`src/logic/clock_gen_pkg.sv`:
```
// constants, register map and start-up states of the system clock source and prescaler
//
// Overview of operation
// - the peripheral clock divides the selected main clock, and the cpu clock divides the peripheral clock again.
// - peripheral divider code 00 passes the main clock, 01 halves it, 10 quarters it; 11 must never be written.
// - exactly one of internal oscillator, resonator or external clock is the main clock, fixed by the option byte.
// - with the internal oscillator both oscillator pins are handed to the port logic.
// - with the resonator both oscillator pins belong to the resonator and are not port pins.
// - with the external clock the input pin carries the clock and the output pin is a port pin.
// - after the power-on reset the option byte is read and the source chosen before the cpu runs.
// - the internal oscillator starts the cpu with no stabilization wait.
// - the resonator is fed to the cpu only after a wait whose length the option byte gives.
// - the wait after a stop-mode release is timed by the wake wait select register, not the option byte.
// - after the power-on reset operation stays halted for about 544 us before the clock runs.
// - peripherals get the prescaled peripheral clock and, separately, the slow internal clock.
// - the cpu clock is the main clock divided by 1, 2, 4, 8 or 16 from the peripheral code and one cpu bit.
// - both divider registers reset to 02H.
// - wake wait select 00, 01, 10, 11 gives 2^10, 2^12, 2^15, 2^17 main clock periods.
package clock_gen_pkg;

    // ------------------------------------------------------------
    // register indices; byte address is four times the index
    // ------------------------------------------------------------
    localparam logic [15:0] CPU_DIV_INDEX     = 16'hFFFB;
    localparam logic [15:0] PERIPH_DIV_INDEX  = 16'hFFF3;
    localparam logic [15:0] WAKE_WAIT_INDEX   = 16'hFFF4;
    localparam logic [15:0] STATUS_INDEX      = 16'hFFF6;
    localparam int          ADDR_W            = 18;
    localparam logic [ADDR_W-1:0] CPU_DIV_ADDR    = {CPU_DIV_INDEX, 2'b00};
    localparam logic [ADDR_W-1:0] PERIPH_DIV_ADDR = {PERIPH_DIV_INDEX, 2'b00};
    localparam logic [ADDR_W-1:0] WAKE_WAIT_ADDR  = {WAKE_WAIT_INDEX, 2'b00};
    localparam logic [ADDR_W-1:0] STATUS_ADDR     = {STATUS_INDEX, 2'b00};

    // ------------------------------------------------------------
    // field positions and reset values
    // ------------------------------------------------------------
    localparam int          CPU_DIV_BIT       = 1;
    localparam logic [7:0]  CPU_DIV_RESET     = 8'h02;
    localparam logic [7:0]  PERIPH_DIV_RESET  = 8'h02;
    localparam logic [1:0]  PERIPH_CODE_BAD   = 2'h3;
    localparam logic [1:0]  WAKE_WAIT_RESET   = 2'h0;
    localparam int          OPT_SRC_LSB       = 0;
    localparam int          OPT_WAIT_LSB      = 2;
    localparam int          STAT_STATE_LSB    = 0;
    localparam int          STAT_SRC_LSB      = 4;
    localparam int          STAT_RUN_BIT      = 6;
    localparam int          STAT_STOP_BIT     = 7;

    // source codes in the option byte
    localparam logic [1:0]  SRC_INTERNAL      = 2'h0;
    localparam logic [1:0]  SRC_RESONATOR     = 2'h1;
    localparam logic [1:0]  SRC_EXTERNAL      = 2'h2;

    // wait exponents for codes 00..11, in main clock periods
    localparam int          WAIT_EXP_0        = 10;
    localparam int          WAIT_EXP_1        = 12;
    localparam int          WAIT_EXP_2        = 15;
    localparam int          WAIT_EXP_3        = 17;
    localparam int          WAIT_CNT_W        = 18;

    // ------------------------------------------------------------
    // timing
    // ------------------------------------------------------------
    localparam int          CLK_PERIOD_PS     = 10000;
    localparam int          POC_STOP_TIME_NS  = 544000;
    localparam int          POC_STOP_CYCLES   = (POC_STOP_TIME_NS * 1000) / CLK_PERIOD_PS;
    localparam int          STOP_CNT_W        = 20;

    // start-up sequence
    typedef enum logic [2:0] {
        ST_HALT,
        ST_READ_OPT,
        ST_STABILIZE,
        ST_RUN,
        ST_STOP
    } start_state_t;

endpackage

```
`src/logic/clock_gen.sv`:
```
// system clock source selection, start-up sequencing and peripheral/cpu prescaler
`timescale 1ns/1ps
`default_nettype none
module clock_gen
    import clock_gen_pkg::*;
#(
    parameter int HALT_CYCLES = clock_gen_pkg::POC_STOP_CYCLES,
    parameter int WAIT_EXP_00 = clock_gen_pkg::WAIT_EXP_0,
    parameter int WAIT_EXP_01 = clock_gen_pkg::WAIT_EXP_1,
    parameter int WAIT_EXP_10 = clock_gen_pkg::WAIT_EXP_2,
    parameter int WAIT_EXP_11 = clock_gen_pkg::WAIT_EXP_3
) (
    input  wire logic                             pclk,
    input  wire logic                             presetn,
    input  wire logic                             psel,
    input  wire logic                             penable,
    input  wire logic                             pwrite,
    input  wire logic [clock_gen_pkg::ADDR_W-1:0] paddr,
    input  wire logic [31:0]                      pwdata,
    output logic [31:0]                           prdata,
    output logic                                  pready,
    output logic                                  pslverr,
    input  wire logic [7:0]                       option_byte,
    input  wire logic                             osc_pin_in,
    input  wire logic                             slow_osc_in,
    input  wire logic                             stop_enter,
    input  wire logic                             wake_event,
    output logic                                  main_clock_tick,
    output logic                                  periph_tick,
    output logic                                  cpu_tick,
    output logic                                  periph_clk_q,
    output logic                                  cpu_clk_q,
    output logic                                  slow_internal_clock,
    output logic                                  cpu_run_q,
    output logic                                  osc_pin_in_port_en_q,
    output logic                                  osc_pin_out_port_en_q,
    output logic [1:0]                            clock_source_q
);

    import clock_gen_pkg::*;

    // ------------------------------------------------------------
    // declarations
    // ------------------------------------------------------------
    start_state_t            state_q;
    start_state_t            state_d;
    logic [STOP_CNT_W-1:0]   halt_cnt_q;
    logic [WAIT_CNT_W-1:0]   wait_cnt_q;
    logic [WAIT_CNT_W-1:0]   wait_limit_q;
    logic                    wait_load;
    logic [1:0]              wait_code;
    logic [7:0]              opt_meta_q;
    logic [7:0]              opt_sync_q;
    logic [2:0]              osc_sync_q;
    logic [1:0]              slow_sync_q;
    logic                    slow_level_q;
    logic                    osc_rise;
    logic                    src_tick;
    logic                    cpu_div_select_bit;
    logic [1:0]              peripheral_prescale_control;
    logic [1:0]              stop_wake_wait_select;
    logic [1:0]              cpu_shift;
    logic                    halt_done;
    logic                    wait_done;
    logic                    setup;
    logic                    wr_en;
    logic                    addr_ok;
    logic                    bad_write;
    logic [31:0]             prdata_q;
    logic                    err_q;

    // ------------------------------------------------------------
    // pin synchronisers
    // ------------------------------------------------------------
    // option byte and pins come from outside pclk: two flops for the option byte, three for each pin
    always_ff @(posedge pclk or negedge presetn) begin
        if (!presetn) begin
            opt_meta_q <= 8'h00;
            opt_sync_q <= 8'h00;
        end else begin
            opt_meta_q <= option_byte;
            opt_sync_q <= opt_meta_q;
        end
    end

    // third flop feeds the edge detector; the first is read by the second only
    always_ff @(posedge pclk or negedge presetn) begin
        if (!presetn) begin
            osc_sync_q <= 3'h0;
        end else begin
            osc_sync_q <= {osc_sync_q[1:0], osc_pin_in};
        end
    end

    // slow oscillator, kept apart from the prescaler chain
    always_ff @(posedge pclk or negedge presetn) begin
        if (!presetn) begin
            slow_sync_q  <= 2'h0;
            slow_level_q <= 1'b0;
        end else begin
            slow_sync_q  <= {slow_sync_q[0], slow_osc_in};
            slow_level_q <= slow_sync_q[1];
        end
    end
    assign slow_internal_clock = slow_level_q;

    // ------------------------------------------------------------
    // main clock source
    // ------------------------------------------------------------
    // internal oscillator modelled as pclk itself; the pin sources count rising edges
    assign osc_rise = osc_sync_q[1] && !osc_sync_q[2];
    always_comb begin
        case (clock_source_q)
            SRC_INTERNAL:  src_tick = 1'b1;
            SRC_RESONATOR: src_tick = osc_rise;
            SRC_EXTERNAL:  src_tick = osc_rise;
            default:       src_tick = 1'b0;
        endcase
    end

    // main clock reaches the prescaler only while the cpu may run
    assign main_clock_tick = src_tick && (state_q == ST_RUN);

    // ------------------------------------------------------------
    // source choice and pin ownership, taken once from the option byte
    // ------------------------------------------------------------
    // a reserved source code falls back to the internal oscillator
    always_ff @(posedge pclk or negedge presetn) begin
        if (!presetn) begin
            clock_source_q        <= SRC_INTERNAL;
            osc_pin_in_port_en_q  <= 1'b0;
            osc_pin_out_port_en_q <= 1'b0;
        end else if (state_q == ST_READ_OPT) begin
            case (opt_sync_q[OPT_SRC_LSB +: 2])
                SRC_RESONATOR: begin
                    clock_source_q        <= SRC_RESONATOR;
                    osc_pin_in_port_en_q  <= 1'b0;
                    osc_pin_out_port_en_q <= 1'b0;
                end
                SRC_EXTERNAL: begin
                    clock_source_q        <= SRC_EXTERNAL;
                    osc_pin_in_port_en_q  <= 1'b0;
                    osc_pin_out_port_en_q <= 1'b1;
                end
                default: begin
                    clock_source_q        <= SRC_INTERNAL;
                    osc_pin_in_port_en_q  <= 1'b1;
                    osc_pin_out_port_en_q <= 1'b1;
                end
            endcase
        end
    end

    // ------------------------------------------------------------
    // start-up and stop sequencing
    // ------------------------------------------------------------
    assign halt_done = (halt_cnt_q >= STOP_CNT_W'(HALT_CYCLES - 1));
    assign wait_done = src_tick && (wait_cnt_q >= wait_limit_q);

    // halt interval after power-on reset before anything starts
    always_ff @(posedge pclk or negedge presetn) begin
        if (!presetn) begin
            halt_cnt_q <= '0;
        end else if (state_q == ST_HALT && !halt_done) begin
            halt_cnt_q <= halt_cnt_q + 1'b1;
        end
    end

    // state transitions
    always_comb begin
        state_d   = state_q;
        wait_load = 1'b0;
        wait_code = opt_sync_q[OPT_WAIT_LSB +: 2];
        case (state_q)
            ST_HALT: begin
                if (halt_done) begin
                    state_d = ST_READ_OPT;
                end
            end
            ST_READ_OPT: begin
                // option byte decides between an immediate start and a wait
                if (opt_sync_q[OPT_SRC_LSB +: 2] == SRC_RESONATOR) begin
                    state_d   = ST_STABILIZE;
                    wait_load = 1'b1;
                    wait_code = opt_sync_q[OPT_WAIT_LSB +: 2];
                end else begin
                    state_d = ST_RUN;
                end
            end
            ST_STABILIZE: begin
                if (wait_done) begin
                    state_d = ST_RUN;
                end
            end
            ST_RUN: begin
                if (stop_enter) begin
                    state_d = ST_STOP;
                end
            end
            ST_STOP: begin
                // only the resonator needs to settle again after a wake
                if (wake_event) begin
                    if (clock_source_q == SRC_RESONATOR) begin
                        state_d   = ST_STABILIZE;
                        wait_load = 1'b1;
                        wait_code = stop_wake_wait_select;
                    end else begin
                        state_d = ST_RUN;
                    end
                end
            end
            default: begin
                state_d = ST_HALT;
            end
        endcase
    end

    // state register
    always_ff @(posedge pclk or negedge presetn) begin
        if (!presetn) begin
            state_q <= ST_HALT;
        end else begin
            state_q <= state_d;
        end
    end

    // stabilization counter counts main clock periods of the chosen source
    always_ff @(posedge pclk or negedge presetn) begin
        if (!presetn) begin
            wait_cnt_q   <= '0;
            wait_limit_q <= '0;
        end else if (wait_load) begin
            wait_cnt_q <= '0;
            case (wait_code)
                2'h0:    wait_limit_q <= WAIT_CNT_W'((1 << WAIT_EXP_00) - 1);
                2'h1:    wait_limit_q <= WAIT_CNT_W'((1 << WAIT_EXP_01) - 1);
                2'h2:    wait_limit_q <= WAIT_CNT_W'((1 << WAIT_EXP_10) - 1);
                default: wait_limit_q <= WAIT_CNT_W'((1 << WAIT_EXP_11) - 1);
            endcase
        end else if (state_q == ST_STABILIZE && src_tick) begin
            wait_cnt_q <= wait_cnt_q + 1'b1;
        end
    end

    // cpu may run only in the run state
    always_ff @(posedge pclk or negedge presetn) begin
        if (!presetn) begin
            cpu_run_q <= 1'b0;
        end else begin
            cpu_run_q <= (state_d == ST_RUN);
        end
    end

    // ------------------------------------------------------------
    // prescaler chain
    // ------------------------------------------------------------
    // cpu stage adds /4 when the cpu bit is set, giving /1 to /16 overall
    assign cpu_shift = cpu_div_select_bit ? 2'h2 : 2'h0;

    // peripheral clock from the main clock
    div_stage #(
        .SHIFT_W (2)
    ) u_periph_div (
        .pclk        (pclk),
        .presetn     (presetn),
        .tick_in     (main_clock_tick),
        .shift       (peripheral_prescale_control),
        .shift_reset (PERIPH_DIV_RESET[1:0]),
        .tick_out    (periph_tick),
        .clk_level_q (periph_clk_q)
    );

    // cpu clock from the peripheral clock
    div_stage #(
        .SHIFT_W (2)
    ) u_cpu_div (
        .pclk        (pclk),
        .presetn     (presetn),
        .tick_in     (periph_tick),
        .shift       (cpu_shift),
        .shift_reset (2'h0),
        .tick_out    (cpu_tick),
        .clk_level_q (cpu_clk_q)
    );

    // ------------------------------------------------------------
    // apb slave
    // ------------------------------------------------------------
    assign setup   = psel && !penable;
    assign addr_ok = (paddr == CPU_DIV_ADDR) || (paddr == PERIPH_DIV_ADDR)
                  || (paddr == WAKE_WAIT_ADDR) || (paddr == STATUS_ADDR);
    // code 11 is prohibited, so such a write is refused and the old ratio kept
    assign bad_write = pwrite && (paddr == PERIPH_DIV_ADDR) && (pwdata[1:0] == PERIPH_CODE_BAD);
    assign wr_en     = psel && penable && pwrite && addr_ok && !bad_write;

    // zero wait states: access phase always completes
    assign pready  = 1'b1;
    assign pslverr = psel && penable && err_q;
    assign prdata  = prdata_q;

    // divider registers, both 02H out of reset
    always_ff @(posedge pclk or negedge presetn) begin
        if (!presetn) begin
            cpu_div_select_bit          <= CPU_DIV_RESET[CPU_DIV_BIT];
            peripheral_prescale_control <= PERIPH_DIV_RESET[1:0];
        end else if (wr_en) begin
            if (paddr == CPU_DIV_ADDR) begin
                cpu_div_select_bit <= pwdata[CPU_DIV_BIT];
            end
            if (paddr == PERIPH_DIV_ADDR) begin
                peripheral_prescale_control <= pwdata[1:0];
            end
        end
    end

    // wake wait select, used only on a stop release
    always_ff @(posedge pclk or negedge presetn) begin
        if (!presetn) begin
            stop_wake_wait_select <= WAKE_WAIT_RESET;
        end else if (wr_en && paddr == WAKE_WAIT_ADDR) begin
            stop_wake_wait_select <= pwdata[1:0];
        end
    end

    // read data and error captured in the setup cycle, stable through access
    always_ff @(posedge pclk or negedge presetn) begin
        if (!presetn) begin
            prdata_q <= 32'h0000_0000;
            err_q    <= 1'b0;
        end else if (setup) begin
            err_q    <= !addr_ok || bad_write;
            prdata_q <= 32'h0000_0000;
            if (!pwrite) begin
                case (paddr)
                    CPU_DIV_ADDR:    prdata_q[CPU_DIV_BIT] <= cpu_div_select_bit;
                    PERIPH_DIV_ADDR: prdata_q[1:0]         <= peripheral_prescale_control;
                    WAKE_WAIT_ADDR:  prdata_q[1:0]         <= stop_wake_wait_select;
                    STATUS_ADDR: begin
                        prdata_q[STAT_STATE_LSB +: 3] <= state_q;
                        prdata_q[STAT_SRC_LSB +: 2]   <= clock_source_q;
                        prdata_q[STAT_RUN_BIT]        <= cpu_run_q;
                        prdata_q[STAT_STOP_BIT]       <= (state_q == ST_STOP);
                    end
                    default:         prdata_q <= 32'h0000_0000;
                endcase
            end
        end
    end

endmodule
`default_nettype wire

```
`src/logic/div_stage.sv`:
```
// one power-of-two divider stage producing a tick pulse and a square clock level
`timescale 1ns/1ps
`default_nettype none
module div_stage #(
    parameter int SHIFT_W = 2
) (
    input  wire logic               pclk,
    input  wire logic               presetn,
    input  wire logic               tick_in,
    input  wire logic [SHIFT_W-1:0] shift,
    input  wire logic [SHIFT_W-1:0] shift_reset,
    output logic                    tick_out,
    output logic                    clk_level_q
);

    localparam int CNT_W = (1 << SHIFT_W) - 1;

    logic [CNT_W-1:0]   count_q;
    logic [SHIFT_W-1:0] shift_q;
    logic [CNT_W-1:0]   limit;
    logic               wrap;
    logic               seeded_q;

    // ------------------------------------------------------------
    // divide
    // ------------------------------------------------------------
    // limit is 2^shift - 1 input ticks
    assign limit    = CNT_W'((1 << shift_q) - 1);
    assign wrap     = tick_in && (count_q == limit);
    assign tick_out = wrap;

    // counter restarts at each wrap
    always_ff @(posedge pclk or negedge presetn) begin
        if (!presetn) begin
            count_q <= '0;
        end else if (wrap) begin
            count_q <= '0;
        end else if (tick_in) begin
            count_q <= count_q + 1'b1;
        end
    end

    // new ratio is taken only at a period boundary, never mid-period
    // seeding from shift_reset is done once after reset, a clocked capture
    always_ff @(posedge pclk or negedge presetn) begin
        if (!presetn) begin
            shift_q  <= '0;
            seeded_q <= 1'b0;
        end else if (!seeded_q) begin
            shift_q  <= shift_reset;
            seeded_q <= 1'b1;
        end else if (wrap) begin
            shift_q  <= shift;
        end
    end

    // square level toggles once per output period
    always_ff @(posedge pclk or negedge presetn) begin
        if (!presetn) begin
            clk_level_q <= 1'b0;
        end else if (wrap) begin
            clk_level_q <= ~clk_level_q;
        end
    end

endmodule
`default_nettype wire

```
`config.mk`:
```
export PLATFORM = sky130hd
export DESIGN_NAME = clock_gen
export DESIGN_NICKNAME = d
export VERILOG_FILES = /design/src/logic/clock_gen_pkg.sv /design/src/logic/clock_gen.sv /design/src/logic/div_stage.sv
export SDC_FILE = /design/constraint.sdc
export NUM_CORES = 1
export LEC_CHECK = 0
export BUFFER_PORTS_ARGS = -buffer_cell sky130_fd_sc_hd__clkbuf_2
export CAP_MARGIN = 20
export CELL_PAD_IN_SITES_DETAIL_PLACEMENT = 0
export CELL_PAD_IN_SITES_GLOBAL_PLACEMENT = 1
export CORE_MARGIN = 2
export CORE_UTILIZATION = 45
export DETAILED_ROUTE_END_ITERATION = 8
export HOLD_SLACK_MARGIN = 0.05
export PLACE_DENSITY_LB_ADDON = 0.3
export SETUP_SLACK_MARGIN = 0.2
export SYNTH_ARGS = -nofsm -noshare
export SYNTH_HDL_FRONTEND = slang
export SYNTH_HIERARCHICAL = 1
export SYNTH_SLANG_ARGS = --single-unit
```
`constraint.sdc`:
```
create_clock -name pclk -period 7.35 [get_ports pclk]
set_input_delay 1.47 -clock pclk [delete_from_list [all_inputs] [get_ports pclk]]
set_output_delay 1.47 -clock pclk [all_outputs]
set_load 0.03 [all_outputs]
```
* After elaboration in Yosys (flattened, before gate mapping)
Cells that the tools add are included.
** Operators by class
- Add/subtract/negate cells :: 6
- Bitwise gates (word level) :: 2
- $lt $le $gt $ge :: 2
- Shifts and indexed selects :: 2
- Muxes and demuxes :: 35
- Reduce and logical (&&, ||, !) cells :: 35
- Equality and inequality tests :: 20
** Operator list (number)
- $eq 18x18->1 const B :: 4
- $pmux 17 s3 :: 1
- $mux 18 :: 2
- $mux 3 :: 8
- $add 20x1->20 const B :: 1
- $ge 20x16->1 const B :: 1
- $add 18x1->18 const B :: 1
- $ge 18x18->1 :: 1
- $logic_and 1x1->1 :: 16
- $mux 2 :: 8
- $pmux 3 s5 :: 1
- $eq 3x2->1 const B :: 3
- $eq 2x2->1 const B :: 4
- $mux 1 :: 8
- $mux 8 :: 1
- $add 3x1->3 const B :: 2
- $eq 2x1->1 const B :: 3
- $eq 3x3->1 :: 2
- $reduce_bool 2->1 :: 3
- $shl 1x2->3 const A :: 2
- $sub 3x2->3 const B :: 2
- $logic_not 1->1 :: 5
- $logic_not 2->1 :: 2
- $logic_or 1x1->1 :: 4
- 13 further kinds :: 17
** Storage, ports and cells
- Register bits after elaboration :: 129
- Bits of input ports :: 67
- Word-level logic and storage cells :: 127
- Output and inout port bits :: 45

* Logic depth before layout (Yosys ltp)
- Word-level depth :: 8
- Gate-level depth with buffers :: 13

* Hierarchy
Netlist, hierarchy kept.
** By module, submodules not included
- clock_gen :: instances 1, cells each 381, area an instance 4053.9 um^2, sequential area each 1929.4 um^2
- div_stage :: instances 2, cells each 41, area an instance 385.4 um^2, sequential area each 175.2 um^2

* Worst setup path after synthesis
OpenSTA, ideal clock, no wires.
- Path type :: reg2out
- Start :: register clock_source_q[0]
- End :: output cpu_tick
- Data arrival time :: 3.432 ns
- Cell stages (with the launch flop) :: 13
- Slack :: 2.448 ns
- Required time :: 5.880 ns
- Cell sequence :: dfrtp_1 > inv_1 > ha_1 > and3b_1 > o2111a_1 > clkbuf_2 > and3_2 > o21ai_0 > nand2_1 > clkbuf_2 > and3_2 > o21ai_0 > nand2_1
** Between the ends
- Word-level cells in the longest chain between the ends :: 6
- Elaborated cells between the ends (all ways) :: 8
- Classes of those cells :: 2 x eq/ne; 1 x mux; 5 x reduce/logical
** RTL lines
- from (decl) :: line clock_gen.sv:37 : output logic [1:0] clock_source_q
- from (signal assigned) :: line clock_gen.sv:130 : clock_source_q <= SRC_INTERNAL;
- from (signal assigned) :: line clock_gen.sv:136 : clock_source_q <= SRC_RESONATOR;
- from (signal assigned) :: line clock_gen.sv:141 : clock_source_q <= SRC_EXTERNAL;
- $eq 2x1->1 / $eq 2x2->1 (equally long branches) :: line clock_gen.sv:113 : case (clock_source_q)
- $reduce_or 2->1 (no source line)
- $pmux 1 s2 (*) :: line clock_gen.sv:113
- $logic_and 1x1->1 (*) :: line clock_gen.sv:122 : assign main_clock_tick = src_tick && (state_q == ST_RUN);
- via main_clock_tick :: line clock_gen.sv:28 : output logic main_clock_tick,
- $logic_and 1x1->1 (*) :: line div_stage.sv:29 : assign wrap = tick_in && (count_q == limit);
- via periph_tick :: line clock_gen.sv:29 : output logic periph_tick,
- $logic_and 1x1->1 (*) :: line div_stage.sv:29
- to (decl) :: line clock_gen.sv:30 : output logic cpu_tick,
Mark *: on every way through the listed nets, which the timed path passes. The rest lies on a longest branch.

* Final worst setup path
- Start :: register clock_source_q[0]
- End :: output cpu_tick
** Between the ends
- Word-level cells in the longest chain between the ends :: 6
- Elaborated cells between the ends (all ways) :: 8
- Classes of those cells :: 2 x eq/ne; 1 x mux; 5 x reduce/logical
** RTL lines (line)
- $eq 2x1->1 / $eq 2x2->1 (equally long branches) :: clock_gen.sv:113
- $reduce_or 2->1 (no source line)
- $pmux 1 s2 (*) :: clock_gen.sv:113
- $logic_and 1x1->1 (*) :: clock_gen.sv:122
- $logic_and 1x1->1 (*) (2 in series) :: div_stage.sv:29
Mark *: on every way between the ends. The rest lies on a longest branch, timed or not.

==> metrics <==
outcome=finished clean; CTS tree=done; worst hold path type=reg2reg; port bufs=between 50 and 60; Via density=5.185; fraction of layout cells with a size suffix above 1=16.67%; Core Footprint=between 10000 and 15000 um^2; area of the mapped netlist=approximately 4800 um^2; min cycle time layout=5.232 ns; Pleak=roughly 2.5 nW; Ant. Diodes=0; asr flop ratio synth=100.0%; Final Core Density=~50%; Nets=610; area occupied by multi-input gates=approximately 2300 um^2; gpl congestion=a little over 0.8; synth unique cells=61; max-slew violations=0; post-DP HPWL=just under 7000 um; Mean Syn Cell Area=10.42 um^2; Root Buffer=clkbuf_8; 1st-iter DRT viols=209; Peak VDD IR=around 0.14 mV; Post-synth EDFFs=0; Sw Pwr=0.6178 mW; Pint=around 0.95 mW; Flop pwr share=between 40 and 50%; initial antenna violation count=0; Reg area=2280 um^2; via count=approximately 3.4k; relative slew slack=51.84%; post-CTS setup buffer count=0; CP peak stage delay=0.44 ns; crit end category=output pin; Pre-Repair DR Iteration Count=5; Worst Path Required=5.88 ns; startpoint type of the worst setup path=flip-flop; Fin Clk Skew=0.01112 ns; vias in the first global route=~3.4k; PD cells=296.0 nW/um^2; Seq/Total Area, Yosys=a little under half; Worst-path clk slew=0.09 ns; CTS Buf Count=9; final setup violating endpoints=0; remaining antenna violation count=0; Pwr Total=approximately 1.6 mW; Mapped Cells=about 460; Skew-Pair Late Insertion Delay=between 0.3 and 0.4 ns; number of core rows=37; largest net degree at the start of global routing=48; Fillers=~960; Ys Warns=6; register bit total from synthesis=91; wire per inst=13.93 um; slowest stage cell, crit path=dfrtp_1; clock group share of total power=between 10% and 20%; maxcap violations=0; first-pass GRT wire length=between 15000 and 20000 um; post-detailed-route DRC marker count=0; Comb pwr share=31.8%; critical path peak fanout=12; Setup Crit Path Kind=reg2out; Worst Slack Setup Final=about 2.1 ns; Clock Tree Buf Depth=2; final worst path period share=between 70% and 80%; CP top delay family=simple AND/OR/NAND/NOR gates; GRT overflow=0; Fin Hold WS=approximately 0.35 ns; Starting Density=between 40 and 50%; Area Overhead vs Synth=9.959%; fmax=between 0.15 and 0.2 GHz; setup tns final=0 ns; Max H-tree Level=3; Arr. time, crit path=3.76 ns; Post-synth top flop=dfrtp_1; CTS sink cnt=just over 90; commonest non-fill, non-tap cell in the layout=dfrtp_1; final hold viol count=0; die area=about 12000 um^2; Top-Level Pins=approximately 110; sequence of cells on the critical path=inv_1, ha_1, and3b_1, o2111a_1, and3_2, o21ai_0, nand2_1, and3_2, o21ai_0, nand2_1, clkbuf_2; # hold bufs at CTS=0; pre-CTS setup slack=2.424 ns; Slew @ Worst Pin=a little over 0.7 ns; most frequent cells in the layout=89 x dfrtp_1, 50 x clkbuf_2, 38 x nor2_1, 33 x conb_1, 31 x nand2_1; WL final=slightly above 9000 um; Die Ht=about 110 um; RSZ-0062 raised after global routing=false; Post-CTS Resized=0; WP buf/inv=2; Sw Ratio=between 30% and 40%; GRT Overall Usage=between 10% and 20%; Die X=approximately 110 um
[kinds of logic after synthesis]
kind of cell / after synthesis / share of synthesized area, %
compound gates: 72 / 11.57
xor+xnor: 38 / 6.898
fa+ha+maj: 26 / 6.743
buf+inv: 60 / 6.743
flops: 91 / 47.25
mux: 12 / 2.619
other cells: 4 / 0.3111
simple gates: 160 / 17.87
[per-layer routing]
layer	global-route usage, %	up-vias	wire length, um
li1	-	1682	-
met1	24.09	1649	4439
met2	27.36	70	4126
met3	2.300	11	416
met4	7.967	0	182
met5	0	-	0
[cells in the mapped netlist (3+ instances only)]
library cell,n,share of area (%)
a21o_1,4,0.62
xnor2_1,23,4.2
buf_4,26,4.0
xor2_1,15,2.7
nand3_1,23,2.4
o21ai_0,17,1.8
o2111a_1,4,0.93
nor3_1,10,1.0
ha_1,26,6.7
mux2i_1,7,1.5
nand2_1,31,2.4
mux2_2,4,0.93
a211oi_1,4,0.62
clkbuf_1,9,0.70
nor3b_1,3,0.47
inv_1,22,1.7
o21bai_1,3,0.47
a21oi_1,10,1.0
and4_1,6,1.1
nor2_1,38,3.0
and3_1,8,1.0
nor4_1,4,0.52
o22ai_1,4,0.52
dfrtp_1,89,46
nand4_1,11,1.4
conb_1,4,0.31
a22o_1,7,1.3
nand2b_1,6,0.78
[flip-flops by register name, summed over array words and instances, names as in the netlist, 2 cells and up]
register,flops
stop_wake_wait_select,2
state_q,3
halt_cnt_q,20
u_periph_div/shift_q,2
wait_cnt_q,18
u_cpu_div/count_q,3
wait_limit_q,4
peripheral_prescale_control,2
prdata,7
u_periph_div/count_q,3
opt_meta_q,4
clock_source_q,2
osc_sync_q,3
slow_sync_q,2
opt_sync_q,4
u_cpu_div/shift_q,2
[power groups by stage]
stage               logic, mW  clock network, mW  registers [mW]
floorplan               0.377                  0           0.752
global placement        0.485                  0           0.762
detailed placement      0.505                  0           0.764
CTS                     0.508              0.326           0.756
global route            0.575              0.348           0.781
finish                  0.500              0.313           0.757
[final cells by class]
class,instances,area share [%]
inverters,22,1.557
clock buffers,11,2.665
clock inverters,5,0.7075
flip-flops and latches,91,42.97
multi-input cells,341,43.89
repair buffers,52,5.000
well taps,136,3.208
[path summary, 6_finish.rpt]
| kind | start | to | slack, ns | depth (start not counted) |
|---|---|---|---|---|
| max | clock_source_q[0] | cpu_tick | 2.12 | 11 |
| min | osc_sync_q[0] | osc_sync_q[1] | 0.35 | 0 |
| max reg2reg | clock_source_q[0] | u_cpu_div/clk_level_q | 3.88 | 11 |
| min reg2reg | osc_sync_q[0] | osc_sync_q[1] | 0.35 | 0 |
| max in group asynchronous | presetn | osc_sync_q[2] | 5.29 | 2 |
| min in group asynchronous | presetn | u_periph_div/seeded_q | 1.09 | 1 |
[stage by stage]
step | cells | cell area (um^2)
detailed placement | 642 | 5126
CTS | 658 | 5305
floorplan | 492 | 4933
global route | 658 | 5305
global placement | 642 | 5126
finish | 658 | 5305
Note: power is estimated with default switching activity, not from simulation.
